$ cat src/shared/pcseq_pkg.sv
// Constants and carrier types for the program counter sequencer.
// Assumes a 50 MHz system clock and APB register access.
package pcseq_pkg;

  // Widths
  localparam int PC_W    = 11;
  localparam int INSTR_W = 14;
  localparam int PCL_W   = 8;
  localparam int DADDR_W = 7;
  localparam int PADDR_W = 8;
  localparam int PHASES  = 4;

  // Fixed program addresses
  localparam logic [PC_W-1:0] VEC_RESET = 11'h000;
  localparam logic [PC_W-1:0] VEC_EXT   = 11'h004;
  localparam logic [PC_W-1:0] VEC_TMR   = 11'h008;
  localparam logic [PC_W-1:0] PC_ONE    = 11'h001;

  // Low program counter byte in data space
  localparam logic [DADDR_W-1:0] PCL_DADDR = 7'h06;

  // Register indices; byte address is four times the index
  localparam logic [PADDR_W-1:0] REG_CTRL_IDX = 8'h00;
  localparam logic [PADDR_W-1:0] REG_STAT_IDX = 8'h01;
  localparam logic [PADDR_W-1:0] REG_PCL_IDX  = 8'h06;
  localparam logic [PADDR_W-1:0] REG_CTRL_ADDR = {REG_CTRL_IDX[5:0], 2'b00};
  localparam logic [PADDR_W-1:0] REG_STAT_ADDR = {REG_STAT_IDX[5:0], 2'b00};
  localparam logic [PADDR_W-1:0] REG_PCL_ADDR  = {REG_PCL_IDX[5:0], 2'b00};

  // Control register fields and reset value
  localparam int CTRL_WAKE_BIT   = 0;
  localparam int CTRL_PINEN_BIT  = 1;
  localparam logic CTRL_PINEN_RST = 1'b1;

  // Status register fields
  localparam int STAT_PC_LSB    = 0;
  localparam int STAT_STATE_LSB = 11;
  localparam int STAT_VALID_BIT = 13;
  localparam int STAT_PHASE_LSB = 14;

  // Start-up wait after wake-up, in system clock periods
  localparam int SST_TSYS = 1024;

  typedef enum logic [1:0] {
    ST_RUN,
    ST_HALT,
    ST_WAKE
  } pcseq_state_t;

  // Execute-stage requests, valid at the last phase of a cycle
  typedef struct packed {
    logic jump;
    logic call;
    logic ret;
    logic skip;
    logic halt;
  } pcseq_ctl_t;

  // Return-address stack command
  typedef struct packed {
    logic            push;
    logic            pop;
    logic [PC_W-1:0] data;
  } pcseq_stk_t;

  // Core data-bus write into data space
  typedef struct packed {
    logic               we;
    logic [DADDR_W-1:0] addr;
    logic [PCL_W-1:0]   data;
  } pcseq_dwr_t;

endpackage

$ cat src/rtl/pcseq_phase_gen.sv
// Four-phase generator for the instruction cycle.
// Assumes a synchronised active-low reset in the system clock domain.
`timescale 1ns/1ns
module pcseq_phase_gen
  import pcseq_pkg::*;
#(
  parameter int N = PHASES
)
(
  // Clock and reset
  input  wire logic         clk_i,
  input  wire logic         rst_n_i,
  // Phase outputs
  output logic [N-1:0]      phase_o,
  output logic              last_o
);

  logic [N-1:0] phase_q;

  // Rotating one-hot: phases never overlap
  always_ff @(posedge clk_i or negedge rst_n_i)
  begin
    if (!rst_n_i)
    begin
      phase_q <= {{(N-1){1'b0}}, 1'b1};
    end
    else
    begin
      phase_q <= {phase_q[N-2:0], phase_q[N-1]};
    end
  end

  assign phase_o = phase_q;
  assign last_o  = phase_q[N-1];

  property p_onehot;
    @(posedge clk_i) disable iff (!rst_n_i)
    $onehot(phase_q);
  endproperty
  a_onehot: assert property (p_onehot)
    else $error("phase clocks overlap or vanish");

  property p_cycle4;
    @(posedge clk_i) disable iff (!rst_n_i)
    phase_q[0] |=> phase_q[1] ##1 phase_q[2] ##1 phase_q[3] ##1 phase_q[0];
  endproperty
  a_cycle4: assert property (p_cycle4)
    else $error("instruction cycle is not four clocks");

endmodule

$ cat src/rtl/pcseq_top.sv
// Program counter sequencer: phases, fetch/execute pipeline and PC.
// Assumes a program memory that returns the word at rom_addr_o within
// one cycle, an execute unit on the same clock, and an APB master.
//
// Overview of operation
// - System clock split into four phases
// - Instruction cycle lasts four clock periods
// - Fetch next while executing current instruction
// - PC advances by one after fetch
// - PC-changing instruction takes two cycles
// - Met skip discards prefetch, PC plus two
// - Write to low byte jumps within page
// - Jump or call loads instruction address
// - Return reloads PC from stack top
// - Wake-up waits 1024 clocks before execution
// - Reset clears PC to zero
// - Interrupts vector to 004H or 008H
// - Call or interrupt pushes PC first
//
// Design decision made here: the APB interface to the registers.
`timescale 1ns/1ns
module pcseq_top
  import pcseq_pkg::*;
#(
  parameter int SST_CYCLES = SST_TSYS
)
(
  // Clock and reset
  input  wire logic                ref_clk_i,
  input  wire logic                nrst_i,
  // APB slave
  input  wire logic                psel_i,
  input  wire logic                penable_i,
  input  wire logic                pwrite_i,
  input  wire logic [PADDR_W-1:0]  paddr_i,
  input  wire logic [31:0]         pwdata_i,
  input  wire logic [3:0]          pstrb_i,
  output logic                     pready_o,
  output logic [31:0]              prdata_o,
  output logic                     pslverr_o,
  // Program memory
  output logic [PC_W-1:0]          rom_addr_o,
  input  wire logic [INSTR_W-1:0]  rom_data_i,
  // Execute unit
  input  wire pcseq_ctl_t          ctl_i,
  input  wire pcseq_dwr_t          dwr_i,
  output logic [INSTR_W-1:0]       instr_o,
  output logic                     exec_valid_o,
  output logic [PHASES-1:0]        phase_o,
  // Return-address stack
  output pcseq_stk_t               stk_o,
  input  wire logic [PC_W-1:0]     stack_top_i,
  input  wire logic                stack_full_i,
  // Interrupts and wake-up
  input  wire logic                int_ext_req_i,
  input  wire logic                int_tmr_req_i,
  output logic [1:0]               int_ack_o,
  input  wire logic                wake_i,
  output logic                     halted_o
);

  localparam logic [10:0] SST_LAST = 11'(SST_CYCLES - 1);

  ////////////////////////////////////////////////////////////////////////
  // Reset release and pin synchronisers

  logic [1:0] rst_sync_q;
  logic       rst_n;
  logic [1:0] wake_sync_q;

  always_ff @(posedge ref_clk_i or negedge nrst_i)
  begin
    if (!nrst_i)
    begin
      rst_sync_q <= 2'h0;
    end
    else
    begin
      rst_sync_q <= {rst_sync_q[0], 1'b1};
    end
  end

  assign rst_n = rst_sync_q[1];

  always_ff @(posedge ref_clk_i or negedge rst_n)
  begin
    if (!rst_n)
    begin
      wake_sync_q <= 2'h0;
    end
    else
    begin
      wake_sync_q <= {wake_sync_q[0], wake_i};
    end
  end

  ////////////////////////////////////////////////////////////////////////
  // Phase generator

  logic [PHASES-1:0] phase;
  logic              last;

  pcseq_phase_gen #(
    .N       (PHASES)
  ) u_phase (
    .clk_i   (ref_clk_i),
    .rst_n_i (rst_n),
    .phase_o (phase),
    .last_o  (last)
  );

  assign phase_o = phase;

  ////////////////////////////////////////////////////////////////////////
  // State

  pcseq_state_t      st_q;
  logic [PC_W-1:0]   pc_q;
  logic [INSTR_W-1:0] instr_q;
  logic              valid_q;
  logic [10:0]       wake_cnt_q;
  logic              pcl_pend_q;
  logic [PCL_W-1:0]  pcl_val_q;
  logic              pin_en_q;
  logic              sw_wake_q;
  pcseq_stk_t        stk_q;
  logic [1:0]        ack_q;
  logic              halted_q;

  // Decisions at the cycle boundary
  logic run_b;
  logic do_ret;
  logic do_jmp;
  logic do_call;
  logic do_pcl;
  logic do_skip;
  logic do_halt;
  logic xfer;
  logic ack_ext;
  logic ack_tmr;
  logic plain;
  logic wake_ev;

  assign run_b   = last && (st_q == ST_RUN);
  assign do_ret  = run_b && valid_q && ctl_i.ret;
  assign do_jmp  = run_b && valid_q && !ctl_i.ret
                   && (ctl_i.jump || ctl_i.call);
  assign do_call = do_jmp && ctl_i.call;
  assign do_pcl  = run_b && !do_ret && !do_jmp && pcl_pend_q;
  assign do_skip = run_b && valid_q && ctl_i.skip
                   && !do_ret && !do_jmp && !do_pcl;
  assign do_halt = run_b && valid_q && ctl_i.halt
                   && !do_ret && !do_jmp && !do_pcl && !do_skip;
  assign xfer    = do_ret || do_jmp || do_pcl || do_skip || do_halt;
  // A full stack holds the request off until a return frees a level
  assign ack_ext = run_b && valid_q && !xfer && !stack_full_i
                   && int_ext_req_i;
  assign ack_tmr = run_b && valid_q && !xfer && !stack_full_i
                   && !int_ext_req_i && int_tmr_req_i;
  assign plain   = run_b && !xfer && !ack_ext && !ack_tmr;
  assign wake_ev = (pin_en_q && wake_sync_q[1]) || sw_wake_q;

  // Program counter
  always_ff @(posedge ref_clk_i or negedge rst_n)
  begin
    if (!rst_n)
    begin
      pc_q <= VEC_RESET;
    end
    else if (do_ret)
    begin
      pc_q <= stack_top_i;
    end
    else if (do_jmp)
    begin
      pc_q <= instr_q[PC_W-1:0];
    end
    else if (do_pcl)
    begin
      pc_q <= {pc_q[PC_W-1:PCL_W], pcl_val_q};
    end
    else if (ack_ext)
    begin
      pc_q <= VEC_EXT;
    end
    else if (ack_tmr)
    begin
      pc_q <= VEC_TMR;
    end
    else if (plain || do_skip)
    begin
      pc_q <= pc_q + PC_ONE;
    end
  end

  // Fetch register and its validity
  always_ff @(posedge ref_clk_i or negedge rst_n)
  begin
    if (!rst_n)
    begin
      instr_q <= '0;
      valid_q <= 1'b0;
    end
    else if (last)
    begin
      instr_q <= rom_data_i;
      // Any change of flow turns the prefetched word into a dummy cycle
      valid_q <= plain;
    end
  end

  // Halt and start-up wait
  always_ff @(posedge ref_clk_i or negedge rst_n)
  begin
    if (!rst_n)
    begin
      st_q       <= ST_RUN;
      wake_cnt_q <= '0;
      halted_q   <= 1'b0;
    end
    else
    begin
      // Registered copy keeps the output straight from a flop
      halted_q <= (st_q != ST_RUN);
      unique case (st_q)
        ST_RUN:
        begin
          wake_cnt_q <= '0;
          if (do_halt)
          begin
            st_q <= ST_HALT;
          end
        end
        ST_HALT:
        begin
          if (wake_ev)
          begin
            st_q <= ST_WAKE;
          end
        end
        ST_WAKE:
        begin
          if (wake_cnt_q != SST_LAST)
          begin
            wake_cnt_q <= wake_cnt_q + 11'h001;
          end
          else if (last)
          begin
            st_q <= ST_RUN;
          end
        end
      endcase
    end
  end

  // Stack commands and interrupt acknowledges, one clock each
  always_ff @(posedge ref_clk_i or negedge rst_n)
  begin
    if (!rst_n)
    begin
      stk_q <= '0;
      ack_q <= 2'h0;
    end
    else
    begin
      stk_q.push <= do_call || ack_ext || ack_tmr;
      stk_q.pop  <= do_ret;
      stk_q.data <= pc_q;
      ack_q      <= {ack_tmr, ack_ext};
    end
  end

  assign rom_addr_o   = pc_q;
  assign instr_o      = instr_q;
  assign exec_valid_o = valid_q;
  assign stk_o        = stk_q;
  assign int_ack_o    = ack_q;
  assign halted_o     = halted_q;

  ////////////////////////////////////////////////////////////////////////
  // APB registers

  logic       pready_q;
  logic [31:0] prdata_q;
  logic       pslverr_q;
  logic       apb_wr;
  logic       hit;
  logic [31:0] rd_mux;
  logic       core_pcl_wr;
  logic       apb_pcl_wr;

  assign apb_wr = psel_i && penable_i && pwrite_i && pready_q;
  assign hit    = (paddr_i == REG_CTRL_ADDR) || (paddr_i == REG_STAT_ADDR)
                  || (paddr_i == REG_PCL_ADDR);
  assign core_pcl_wr = dwr_i.we && (dwr_i.addr == PCL_DADDR);
  assign apb_pcl_wr  = apb_wr && pstrb_i[0] && (paddr_i == REG_PCL_ADDR);

  always_comb
  begin
    rd_mux = 32'h0000_0000;
    if (paddr_i == REG_CTRL_ADDR)
    begin
      rd_mux[CTRL_PINEN_BIT] = pin_en_q;
    end
    else if (paddr_i == REG_STAT_ADDR)
    begin
      rd_mux[STAT_PC_LSB +: PC_W]      = pc_q;
      rd_mux[STAT_STATE_LSB +: 2]      = st_q;
      rd_mux[STAT_VALID_BIT]           = valid_q;
      rd_mux[STAT_PHASE_LSB +: PHASES] = phase;
    end
    else if (paddr_i == REG_PCL_ADDR)
    begin
      rd_mux[PCL_W-1:0] = pc_q[PCL_W-1:0];
    end
  end

  // One wait state; data and error stand with pready
  always_ff @(posedge ref_clk_i or negedge rst_n)
  begin
    if (!rst_n)
    begin
      pready_q  <= 1'b0;
      prdata_q  <= 32'h0000_0000;
      pslverr_q <= 1'b0;
    end
    else
    begin
      pready_q  <= psel_i && penable_i && !pready_q;
      prdata_q  <= (psel_i && !pwrite_i) ? rd_mux : 32'h0000_0000;
      pslverr_q <= psel_i && penable_i && !pready_q && !hit;
    end
  end

  // Control register; the wake command clears itself
  always_ff @(posedge ref_clk_i or negedge rst_n)
  begin
    if (!rst_n)
    begin
      pin_en_q  <= CTRL_PINEN_RST;
      sw_wake_q <= 1'b0;
    end
    else if (apb_wr && pstrb_i[0] && (paddr_i == REG_CTRL_ADDR))
    begin
      pin_en_q  <= pwdata_i[CTRL_PINEN_BIT];
      sw_wake_q <= pwdata_i[CTRL_WAKE_BIT];
    end
    else
    begin
      sw_wake_q <= 1'b0;
    end
  end

  // Pending short jump; a new write in the applying clock wins
  always_ff @(posedge ref_clk_i or negedge rst_n)
  begin
    if (!rst_n)
    begin
      pcl_pend_q <= 1'b0;
      pcl_val_q  <= '0;
    end
    else if (core_pcl_wr)
    begin
      pcl_pend_q <= 1'b1;
      pcl_val_q  <= dwr_i.data;
    end
    else if (apb_pcl_wr)
    begin
      pcl_pend_q <= 1'b1;
      pcl_val_q  <= pwdata_i[PCL_W-1:0];
    end
    else if (do_pcl)
    begin
      pcl_pend_q <= 1'b0;
    end
  end

  assign pready_o  = pready_q;
  assign prdata_o  = prdata_q;
  assign pslverr_o = pslverr_q;

  ////////////////////////////////////////////////////////////////////////
  // Checks

  property p_fetch;
    @(posedge ref_clk_i) disable iff (!rst_n)
    plain |=> valid_q && (instr_q == $past(rom_data_i));
  endproperty
  a_fetch: assert property (p_fetch)
    else $error("fetched word not passed to execute");

  property p_inc;
    @(posedge ref_clk_i) disable iff (!rst_n)
    plain |=> pc_q == $past(pc_q) + PC_ONE;
  endproperty
  a_inc: assert property (p_inc)
    else $error("pc did not advance by one");

  property p_dummy;
    @(posedge ref_clk_i) disable iff (!rst_n)
    (do_jmp || do_ret || do_pcl) |=> !valid_q [*4];
  endproperty
  a_dummy: assert property (p_dummy)
    else $error("no dummy cycle after transfer");

  property p_skip;
    @(posedge ref_clk_i) disable iff (!rst_n)
    do_skip |=> !valid_q && (pc_q == $past(pc_q) + PC_ONE);
  endproperty
  a_skip: assert property (p_skip)
    else $error("skip did not discard prefetch");

  property p_pcl;
    @(posedge ref_clk_i) disable iff (!rst_n)
    do_pcl |=> pc_q == {$past(pc_q[PC_W-1:PCL_W]), $past(pcl_val_q)};
  endproperty
  a_pcl: assert property (p_pcl)
    else $error("short jump left its page");

  property p_jump;
    @(posedge ref_clk_i) disable iff (!rst_n)
    do_jmp |=> pc_q == $past(instr_q[PC_W-1:0]);
  endproperty
  a_jump: assert property (p_jump)
    else $error("jump target not taken");

  property p_ret;
    @(posedge ref_clk_i) disable iff (!rst_n)
    do_ret |=> (pc_q == $past(stack_top_i)) && stk_q.pop;
  endproperty
  a_ret: assert property (p_ret)
    else $error("return did not restore pc");

  property p_wake;
    @(posedge ref_clk_i) disable iff (!rst_n)
    (st_q == ST_WAKE) ##1 (st_q == ST_RUN) |-> $past(wake_cnt_q) == SST_LAST;
  endproperty
  a_wake: assert property (p_wake)
    else $error("start-up wait cut short");

  property p_vec;
    @(posedge ref_clk_i) disable iff (!rst_n)
    ack_ext |=> (pc_q == VEC_EXT) && ack_q[0] && !valid_q;
  endproperty
  a_vec: assert property (p_vec)
    else $error("external interrupt vector wrong");

  property p_push;
    @(posedge ref_clk_i) disable iff (!rst_n)
    (do_call || ack_tmr) |=> stk_q.push && (stk_q.data == $past(pc_q));
  endproperty
  a_push: assert property (p_push)
    else $error("return address not pushed");

endmodule

$ cat config.mk
export PLATFORM = sky130hd
export DESIGN_NAME = pcseq_top
export DESIGN_NICKNAME = d
export VERILOG_FILES = /design/src/shared/pcseq_pkg.sv /design/src/rtl/pcseq_phase_gen.sv /design/src/rtl/pcseq_top.sv
export SDC_FILE = /design/constraint.sdc
export NUM_CORES = 1
export LEC_CHECK = 0
export ABC_CLOCK_PERIOD_IN_PS = 3600
export BUFFER_PORTS_ARGS = -buffer_cell sky130_fd_sc_hd__clkbuf_2
export CAP_MARGIN = 40
export CORE_UTILIZATION = 48
export DETAILED_ROUTE_END_ITERATION = 8
export GPL_ROUTABILITY_DRIVEN = 1
export PLACE_DENSITY = 0.78
export RECOVER_POWER = 100
export SLEW_MARGIN = 40
export SYNTH_ARGS = -nofsm -noshare
export SYNTH_HDL_FRONTEND = slang
export SYNTH_SLANG_ARGS = --single-unit
export TNS_END_PERCENT = 100
$ cat constraint.sdc
create_clock -name ref_clk_i -period 3.6 [get_ports ref_clk_i]
set_clock_uncertainty 0.2 [all_clocks]
set_input_delay 0 -clock ref_clk_i [delete_from_list [all_inputs] [get_ports ref_clk_i]]
set_output_delay 0 -clock ref_clk_i [all_outputs]
set_load 0.03 [all_outputs]
==> flow_results.xml, run 1 <==
<?xml version="1.0" encoding="UTF-8"?>
<metrics>
  <group name="run_status">
    <metric name="outcome" unit="">finished, violations left</metric>
    <metric name="failed_checks" unit="">max-capacitance violations, max-slew violations</metric>
  </group>
  <group name="yosys">
    <metric name="syn_area" unit="um2">4240</metric>
    <metric name="synth_enable_flop_cells" unit="">0</metric>
    <metric name="post_synth_fa_ha_maj_area_fraction" unit="">0.0147</metric>
    <metric name="ys_ff_latch" unit="">94</metric>
    <metric name="post_synth.cell_area_avg" unit="um2">10.8</metric>
    <metric name="muxShareOfSynthArea" unit="">0.0661</metric>
    <metric name="yosysTopAreaCellShare" unit="">0.543</metric>
    <metric name="synth_ff_type" unit="">sky130_fd_sc_hd__dfrtp_1</metric>
    <metric name="synth_top_cells_by_area" unit="">sky130_fd_sc_hd__dfrtp_1, sky130_fd_sc_hd__mux2_2, sky130_fd_sc_hd__nor2_1, sky130_fd_sc_hd__buf_4, sky130_fd_sc_hd__a21oi_1</metric>
    <metric name="synth-simple-area-share" unit="">0.171</metric>
    <metric name="post_synthesis_share_of_cell_area_spent_on_xor_and_xnor_gates" unit="">0.0103</metric>
    <metric name="synthTopCellsByCount" unit="">sky130_fd_sc_hd__dfrtp_1, sky130_fd_sc_hd__nor2_1, sky130_fd_sc_hd__nand2_1</metric>
    <metric name="post_synth_num_cell_types" unit="">61</metric>
    <metric name="post-synth-top-count-cell" unit="">sky130_fd_sc_hd__dfrtp_1</metric>
    <metric name="synth-seq-area-share" unit="">0.555</metric>
    <metric name="syn-instance-count" unit="">393</metric>
    <metric name="postSynth.asyncResetShare" unit="">1.00</metric>
    <metric name="synth.largest_area_cell" unit="">sky130_fd_sc_hd__dfrtp_1</metric>
    <metric name="ys.warnings.count" unit="">0</metric>
    <metric name="largest_family_of_logic_cells_by_synthesized_area" unit="">simple AND/OR/NAND/NOR gates</metric>
    <metric name="synthesized_area_fraction_occupied_by_ao_oa_aoi_and_oai_cells" unit="">0.135</metric>
  </group>
  <group name="layout">
    <metric name="layout.cells.non_filler" unit="">718</metric>
    <metric name="diode_count" unit="">0</metric>
    <metric name="synthToLayoutAreaGrowth" unit="%">37.7</metric>
    <metric name="fin_util" unit="">0.697</metric>
    <metric name="filler_cell_count" unit="">669</metric>
    <metric name="ff_latch_area" unit="um2">2360</metric>
    <metric name="final_layout_net_count" unit="">712</metric>
    <metric name="multiInputGateArea" unit="um2">1730</metric>
    <metric name="drive_above_1_share" unit="">0.176</metric>
  </group>
  <group name="critical_path">
    <metric name="critical_path_launch_point_type" unit="">flop</metric>
    <metric name="worstSetupEndpointType" unit="">flop</metric>
    <metric name="critPathArrivalTime" unit="ps">3200</metric>
    <metric name="class_of_the_most_critical_setup_path" unit="">flop to flop</metric>
    <metric name="timing.critical_path.fanout_max" unit="">11</metric>
    <metric name="required" unit="ps">3660</metric>
  </group>
  <group name="clock_network">
    <metric name="cts_made_buffers" unit="">9</metric>
    <metric name="htree_levels" unit="">3</metric>
    <metric name="tritoncts" unit="">yes</metric>
    <metric name="clock_transition_at_the_register_clock_pins_on_the_worst_setup_and_hold_paths_after_cts" unit="ps">100</metric>
    <metric name="ctsRootBufferMaster" unit="">sky130_fd_sc_hd__clkbuf_8</metric>
    <metric name="post_cts_resized" unit="">0</metric>
    <metric name="worst_skew_pair.late_latency" unit="ps">360</metric>
    <metric name="cts_max_path_buffers" unit="">2</metric>
    <metric name="cts.sinks" unit="">94</metric>
    <metric name="post_cts_setup_buffer_count" unit="">0</metric>
  </group>
  <group name="timing">
    <metric name="relSlewSlack" unit="">-0.592</metric>
    <metric name="period_share" unit="">0.873</metric>
    <metric name="timing.final.setup_violations" unit="">0</metric>
    <metric name="final.min_clock_period" unit="ps">3140</metric>
    <metric name="slew_violations" unit="">89</metric>
    <metric name="timing.setup.tns" unit="ps">0</metric>
    <metric name="tightestPinTransition" unit="ps">2390</metric>
    <metric name="maximum_frequency_from_static_timing_analysis" unit="GHz">0.318</metric>
    <metric name="layout_setup_ws" unit="ps">456</metric>
    <metric name="rsz_0062_raised_after_global_routing" unit="">false</metric>
    <metric name="finalHoldViolCount" unit="">0</metric>
  </group>
  <group name="global_route">
    <metric name="globalRouteOverflowTotal" unit="">0</metric>
    <metric name="grt_antenna_before_repair" unit="">0</metric>
    <metric name="number_of_global_route_vias_before_repair" unit="">3705</metric>
    <metric name="grt_util_all_layers" unit="">0.250</metric>
    <metric name="grt_first_pass_wirelength" unit="um">17500</metric>
    <metric name="largest_net_degree_at_the_start_of_global_routing" unit="">45</metric>
  </group>
  <group name="placement">
    <metric name="detailedPlace.worstSlack" unit="ps">772</metric>
    <metric name="detailedPlacementHpwl" unit="um">7520</metric>
    <metric name="dpl.cell_count" unit="">626</metric>
    <metric name="globalplace.congestion" unit="">0.830</metric>
    <metric name="quantity_of_i_o_buffers_inserted_on_ports" unit="">137</metric>
  </group>
  <group name="route">
    <metric name="dr_total_vias" unit="">3898</metric>
    <metric name="final_routed_wirelength" unit="um">11300</metric>
    <metric name="ant_nets" unit="">0</metric>
    <metric name="remaining_drc_errors" unit="">0</metric>
    <metric name="via_per_inst" unit="">5.43</metric>
    <metric name="drt_iter0_markers" unit="">361</metric>
    <metric name="route.detailed.wl_per_inst" unit="um">15.7</metric>
    <metric name="dr.pass1.iters" unit="">5</metric>
  </group>
  <group name="power_and_ir_drop">
    <metric name="leakage" unit="nW">2.80</metric>
    <metric name="combinationalPowerShare" unit="">0.191</metric>
    <metric name="p_seq_frac" unit="">0.499</metric>
    <metric name="netSwitchingPower" unit="mW">0.695</metric>
    <metric name="net_switching_fraction_of_the_power" unit="">0.300</metric>
    <metric name="vdd_ir_drop_max" unit="mV">0.207</metric>
    <metric name="total_power" unit="mW">2.32</metric>
    <metric name="power.density_cell_area" unit="nW/um2">397</metric>
    <metric name="intPower" unit="mW">1.62</metric>
    <metric name="clock_power_share" unit="">0.310</metric>
  </group>
  <group name="die">
    <metric name="die_width" unit="um">96.0</metric>
    <metric name="num_io_pins" unit="">179</metric>
    <metric name="fp.dieArea" unit="um2">9220</metric>
    <metric name="core.rowCount" unit="">33</metric>
    <metric name="floorplan.initialDensity" unit="">0.506</metric>
    <metric name="coreArea" unit="um2">8380</metric>
    <metric name="dieHeight" unit="um">96.0</metric>
  </group>
  <group name="run">
    <metric name="maxCapViolCount" unit="">2</metric>
  </group>
  <group name="hold_path">
    <metric name="hold_path_class" unit="">input pin to flop</metric>
  </group>
</metrics>
## layout make-up
type                            instances  area share
Clock buffer                            9      0.0212
Clock inverter                          7      0.0135
Inverter                               10     0.00643
Multi-Input combinational cell        277       0.297
Sequential cell                        94       0.404
Tap cell                              105      0.0225
Timing Repair Buffer                  216       0.235
## metal layers
metal  share of wire  wire (um)  track usage  up-vias
met5               0          0            0        -
met4           0.029        330        0.107        0
met3           0.059        672       0.0261       28
met2            0.49       5500        0.428      188
met1            0.42       4800        0.321     1853
li1                -          -            -     1829
## state kept, by name, summed over array words and instances, names as in the netlist
signal,count
u_phase.phase_o,4
pin_en_q,1
rst_sync_q,2
pslverr_o,1
halted_o,1
wake_cnt_q,11
pcl_pend_q,1
rom_addr_o,11
pready_o,1
wake_sync_q,2
instr_o,14
int_ack_o,2
exec_valid_o,1
sw_wake_q,1
prdata_o,18
pcl_val_q,8
stk_o,13
st_q,2
## worst paths after layout
path / from / endpoint / cells past startpoint / slack, ps
min in group asynchronous: rst_sync_q[1]$_DFF_PN0_ / pin_en_q$_DFFE_PN1P_ / 0 / 80
max in group asynchronous: rst_sync_q[1]$_DFF_PN0_ / rom_addr_o[2]$_DFFE_PN0P_ / 1 / 850
max reg2reg: st_q[0]$_DFFE_PN0P_ / rom_addr_o[10]$_DFFE_PN0P_ / 8 / 460
max: st_q[0]$_DFFE_PN0P_ / rom_addr_o[10]$_DFFE_PN0P_ / 8 / 460
min: ctl_i[2] / rom_addr_o[7]$_DFFE_PN0P_ / 5 / 20
min reg2reg: rst_sync_q[1]$_DFF_PN0_ / pin_en_q$_DFFE_PN1P_ / 0 / 80
## layout by cell type, fill, tap and decap left out, drive strengths merged, types with 3 or more instances in the layout
cell type    count
clkbuf         148
dfrtp           92
dlygate4sd3     76
nor2            34
nand2           28
a21oi           23
o21ai           17
mux2            16
nand3           15
conb            15
and2            15
inv             13
nor3            11
mux2i           10
and3             9
o22ai            7
nor4             6
a31oi            6
ha               5
nand4            4
a211oi           4
xor2             4
o211ai           4
nand2b           3
and4             3
o21bai           3
a2bb2oi          3
clkinvlp         3
or4              3
## stage by stage
step                      area, um2  hold WS, ps
after detailed placement       4970         -412
after CTS                      5940         3.56
after global placement         4970         -413
final                          5840         15.9
after global routing           5840         60.9
after floorplan                4290         -496
## power groups by stage
| stage | sequential [mW] | combinational (mW) | clock [mW] |
|---|---|---|---|
| global placement | 1.17 | 0.365 | 0 |
| finish | 1.16 | 0.442 | 0.719 |
| CTS | 1.16 | 0.442 | 0.727 |
| global route | 1.16 | 0.487 | 0.768 |
| detailed placement | 1.18 | 0.377 | 0 |
| floorplan | 1.21 | 0.230 | 0 |
## cells by family after synthesis
logic type	after synthesis
AO/OA/AOI/OAI	86
XOR/XNOR	5
adder cells (fa/ha/maj)	5
buffers and inverters	35
flip-flops	94
multiplexers	26
other	2
AND/OR/NAND/NOR	140
## worst max-delay path, stage by stage, from the launching register on
cell	delay [ps]
sky130_fd_sc_hd__dfrtp_1	400
sky130_fd_sc_hd__inv_1	140
sky130_fd_sc_hd__ha_1	320
sky130_fd_sc_hd__nand3_1	340
sky130_fd_sc_hd__nor4_1	470
sky130_fd_sc_hd__nor2_1	240
sky130_fd_sc_hd__a221oi_1	290
sky130_fd_sc_hd__a211oi_1	70
sky130_fd_sc_hd__dlygate4sd3_1	570
## timing repair
item | 4_1_cts | 5_1_grt
hold endpoints to repair | 55 | 0
endpoints found under the setup margin | 0 | 0
hold buffers | 76 | 0
No activity file was read; power rests on OpenSTA's default activity.
==> run 2: changes to the inputs <==
Settings changed: ABC_CLOCK_PERIOD_IN_PS 3600 to default, BUFFER_PORTS_ARGS -buffer_cell sky130_fd_sc_hd__clkbuf_2 to -buffer_cell sky130_fd_sc_hd__buf_4, CORE_MARGIN from default to 1.5.
==> run 2 against run 1 <==
Sequential power about the same. Critical path type unchanged. Via count increased by 0.33%. Die area increased by 2.1%. The run now ends clean. Flip-flop and latch count unchanged. Sequential share of layout area decreased by 1.3 points. Routed wire length increased by 1.7%.
==> flow_results.xml, run 2 (synthesized netlist as in run 1, its figures left out) <==
<?xml version="1.0" encoding="UTF-8"?>
<metrics>
  <group name="clock_network">
    <metric name="post_cts_setup_buffer_count" unit="">0</metric>
    <metric name="clock_transition_at_the_register_clock_pins_on_the_worst_setup_and_hold_paths_after_cts" unit="ps">90</metric>
    <metric name="worst_skew_pair.late_latency" unit="ps">370</metric>
    <metric name="ctsRootBufferMaster" unit="">sky130_fd_sc_hd__clkbuf_8</metric>
    <metric name="tritoncts" unit="">yes</metric>
    <metric name="cts_max_path_buffers" unit="">2</metric>
    <metric name="cts.sinks" unit="">94</metric>
    <metric name="htree_levels" unit="">3</metric>
    <metric name="cts_made_buffers" unit="">9</metric>
  </group>
  <group name="critical_path">
    <metric name="critical_path_launch_point_type" unit="">flop</metric>
    <metric name="worstSetupEndpointType" unit="">flop</metric>
    <metric name="reg2reg_from" unit="">st_q[1]$_DFFE_PN0P_</metric>
    <metric name="rrSetupSlack" unit="ps">250</metric>
    <metric name="class_of_the_most_critical_setup_path" unit="">flop to flop</metric>
    <metric name="cp-endpoint" unit="">rom_addr_o[2]$_DFFE_PN0P_</metric>
    <metric name="critPathArrivalTime" unit="ps">3450</metric>
    <metric name="worstSetupStartpoint" unit="">st_q[1]$_DFFE_PN0P_</metric>
    <metric name="required" unit="ps">3700</metric>
    <metric name="timing.critical_path.fanout_max" unit="">11</metric>
    <metric name="reg2reg_to" unit="">rom_addr_o[2]$_DFFE_PN0P_</metric>
    <metric name="reg2regPathDepth" unit="">9</metric>
  </group>
  <group name="power_and_ir_drop">
    <metric name="power.density_cell_area" unit="nW/um2">389</metric>
    <metric name="leakage" unit="nW">2.86</metric>
    <metric name="vdd_ir_drop_max" unit="mV">0.206</metric>
  </group>
  <group name="timing">
    <metric name="timing.final.setup_violations" unit="">0</metric>
    <metric name="rsz_0062_raised_after_global_routing" unit="">false</metric>
    <metric name="maximum_frequency_from_static_timing_analysis" unit="GHz">0.298</metric>
    <metric name="slew_violations" unit="">0</metric>
    <metric name="tightestPinTransition" unit="ps">1320</metric>
    <metric name="final.min_clock_period" unit="ps">3350</metric>
    <metric name="timing.setup.tns" unit="ps">0</metric>
    <metric name="relSlewSlack" unit="">0.119</metric>
    <metric name="finalHoldViolCount" unit="">0</metric>
    <metric name="whs" unit="ps">47.3</metric>
    <metric name="period_share" unit="">0.931</metric>
  </group>
  <group name="run">
    <metric name="maxCapViolCount" unit="">0</metric>
  </group>
  <group name="global_route">
    <metric name="top_usage_layer" unit="">met2</metric>
    <metric name="number_of_global_route_vias_before_repair" unit="">3876</metric>
    <metric name="grt_util_all_layers" unit="">0.252</metric>
    <metric name="grt_antenna_before_repair" unit="">0</metric>
    <metric name="largest_net_degree_at_the_start_of_global_routing" unit="">42</metric>
    <metric name="globalRouteOverflowTotal" unit="">0</metric>
    <metric name="global_route.usage.met1" unit="">0.317</metric>
    <metric name="grt_first_pass_wirelength" unit="um">19000</metric>
    <metric name="use_met3" unit="">0.0600</metric>
    <metric name="met2_usage" unit="">0.430</metric>
  </group>
  <group name="layout">
    <metric name="largest_reg_flops" unit="">18</metric>
    <metric name="fin_util" unit="">0.697</metric>
    <metric name="filler_cell_count" unit="">701</metric>
    <metric name="synthToLayoutAreaGrowth" unit="%">42.0</metric>
    <metric name="layout.cells.most_common_list" unit="">sky130_fd_sc_hd__dfrtp_1, sky130_fd_sc_hd__dlygate4sd3_1, sky130_fd_sc_hd__clkbuf_1, sky130_fd_sc_hd__buf_4, sky130_fd_sc_hd__nor2_1</metric>
    <metric name="drive_above_1_share" unit="">0.178</metric>
    <metric name="diode_count" unit="">0</metric>
    <metric name="final_layout_net_count" unit="">713</metric>
    <metric name="final_common_cell" unit="">sky130_fd_sc_hd__dfrtp_1</metric>
  </group>
  <group name="route">
    <metric name="remaining_drc_errors" unit="">0</metric>
    <metric name="dr.pass1.iters" unit="">7</metric>
    <metric name="route.detailed.wl_per_inst" unit="um">15.9</metric>
    <metric name="drt_iter0_markers" unit="">238</metric>
    <metric name="final_routed_wirelength" unit="um">11500</metric>
    <metric name="via_per_inst" unit="">5.42</metric>
    <metric name="ant_nets" unit="">0</metric>
    <metric name="dr_total_vias" unit="">3911</metric>
  </group>
  <group name="placement">
    <metric name="detailedPlacementHpwl" unit="um">7680</metric>
    <metric name="quantity_of_i_o_buffers_inserted_on_ports" unit="">137</metric>
    <metric name="globalplace.congestion" unit="">0.852</metric>
  </group>
  <group name="hold_path">
    <metric name="hold_path_class" unit="">input pin to flop</metric>
  </group>
  <group name="die">
    <metric name="core.rowCount" unit="">34</metric>
    <metric name="fp.dieArea" unit="um2">9410</metric>
    <metric name="dieHeight" unit="um">97.0</metric>
    <metric name="num_io_pins" unit="">179</metric>
    <metric name="floorplan.initialDensity" unit="">0.491</metric>
    <metric name="die_width" unit="um">97.0</metric>
    <metric name="coreArea" unit="um2">8640</metric>
  </group>
  <group name="run_status">
    <metric name="outcome" unit="">complete, no violations</metric>
  </group>
</metrics>
-- run 2: layout make-up --
class / count / area, um2 / area share
Sequential cell: 94 / 2350 / 0.391
Tap cell: 108 / 135 / 0.0224
Timing Repair Buffer: 217 / 1550 / 0.257
Clock inverter: 5 / 56.3 / 0.00935
Inverter: 10 / 37.5 / 0.00623
Multi-Input combinational cell: 277 / 1740 / 0.289
Clock buffer: 11 / 151 / 0.0251
-- run 2: how the worst min path moves through the flow --
stage	startpoint	to	slack (ps)	cells past startpoint
detailed placement	nrst_i	rst_sync_q[0]$_DFF_PN0_	-420	1
global placement	nrst_i	rst_sync_q[0]$_DFF_PN0_	-420	1
global route	ctl_i[0]	exec_valid_o$_DFFE_PN0P_	80	4
finish	ctl_i[0]	exec_valid_o$_DFFE_PN0P_	50	4
floorplan	nrst_i	rst_sync_q[0]$_DFF_PN0_	-500	0
CTS	ctl_i[0]	exec_valid_o$_DFFE_PN0P_	50	4
-- run 2: what timing repair did --
| action | in CTS | in global routing |
|---|---|---|
| hold endpoints to repair | 51 | 0 |
| gates resized for setup | 0 | 1 |
| setup endpoints to repair | 0 | 2 |
| hold buffers | 76 | 0 |
-- run 2: power breakdown --
group	internal, mW	total (mW)	switching, mW
registers	1.11	1.16	0.0498
logic	0.203	0.460	0.258
clock network	0.359	0.723	0.364
-- run 2: per-stage QoR --
step	instances	power, mW	instance area [um2]	setup slack, ps
finish	722	2.35	6020	249
global route	722	2.46	6020	36.9
CTS	722	2.36	6300	205
detailed placement	630	1.59	5330	999
global placement	630	1.57	5330	1130
floorplan	406	1.44	4290	591
-- run 2: per-layer routing --
metal,part of all wire,wire (um),vias to the layer above
met4,0.017,192,0
met3,0.071,817,25
met5,0,0,-
met1,0.40,4630,1865
li1,-,-,1832
met2,0.51,5860,189
-- run 2: critical path, cell delays in order (launching register included) --
cell,delay (ps)
sky130_fd_sc_hd__dfrtp_1,400
sky130_fd_sc_hd__inv_1,120
sky130_fd_sc_hd__ha_1,330
sky130_fd_sc_hd__nand3_2,250
sky130_fd_sc_hd__nor4_1,380
sky130_fd_sc_hd__dlygate4sd3_1,610
sky130_fd_sc_hd__and2_1,170
sky130_fd_sc_hd__o21bai_1,90
sky130_fd_sc_hd__a31oi_1,170
sky130_fd_sc_hd__dlygate4sd3_1,570
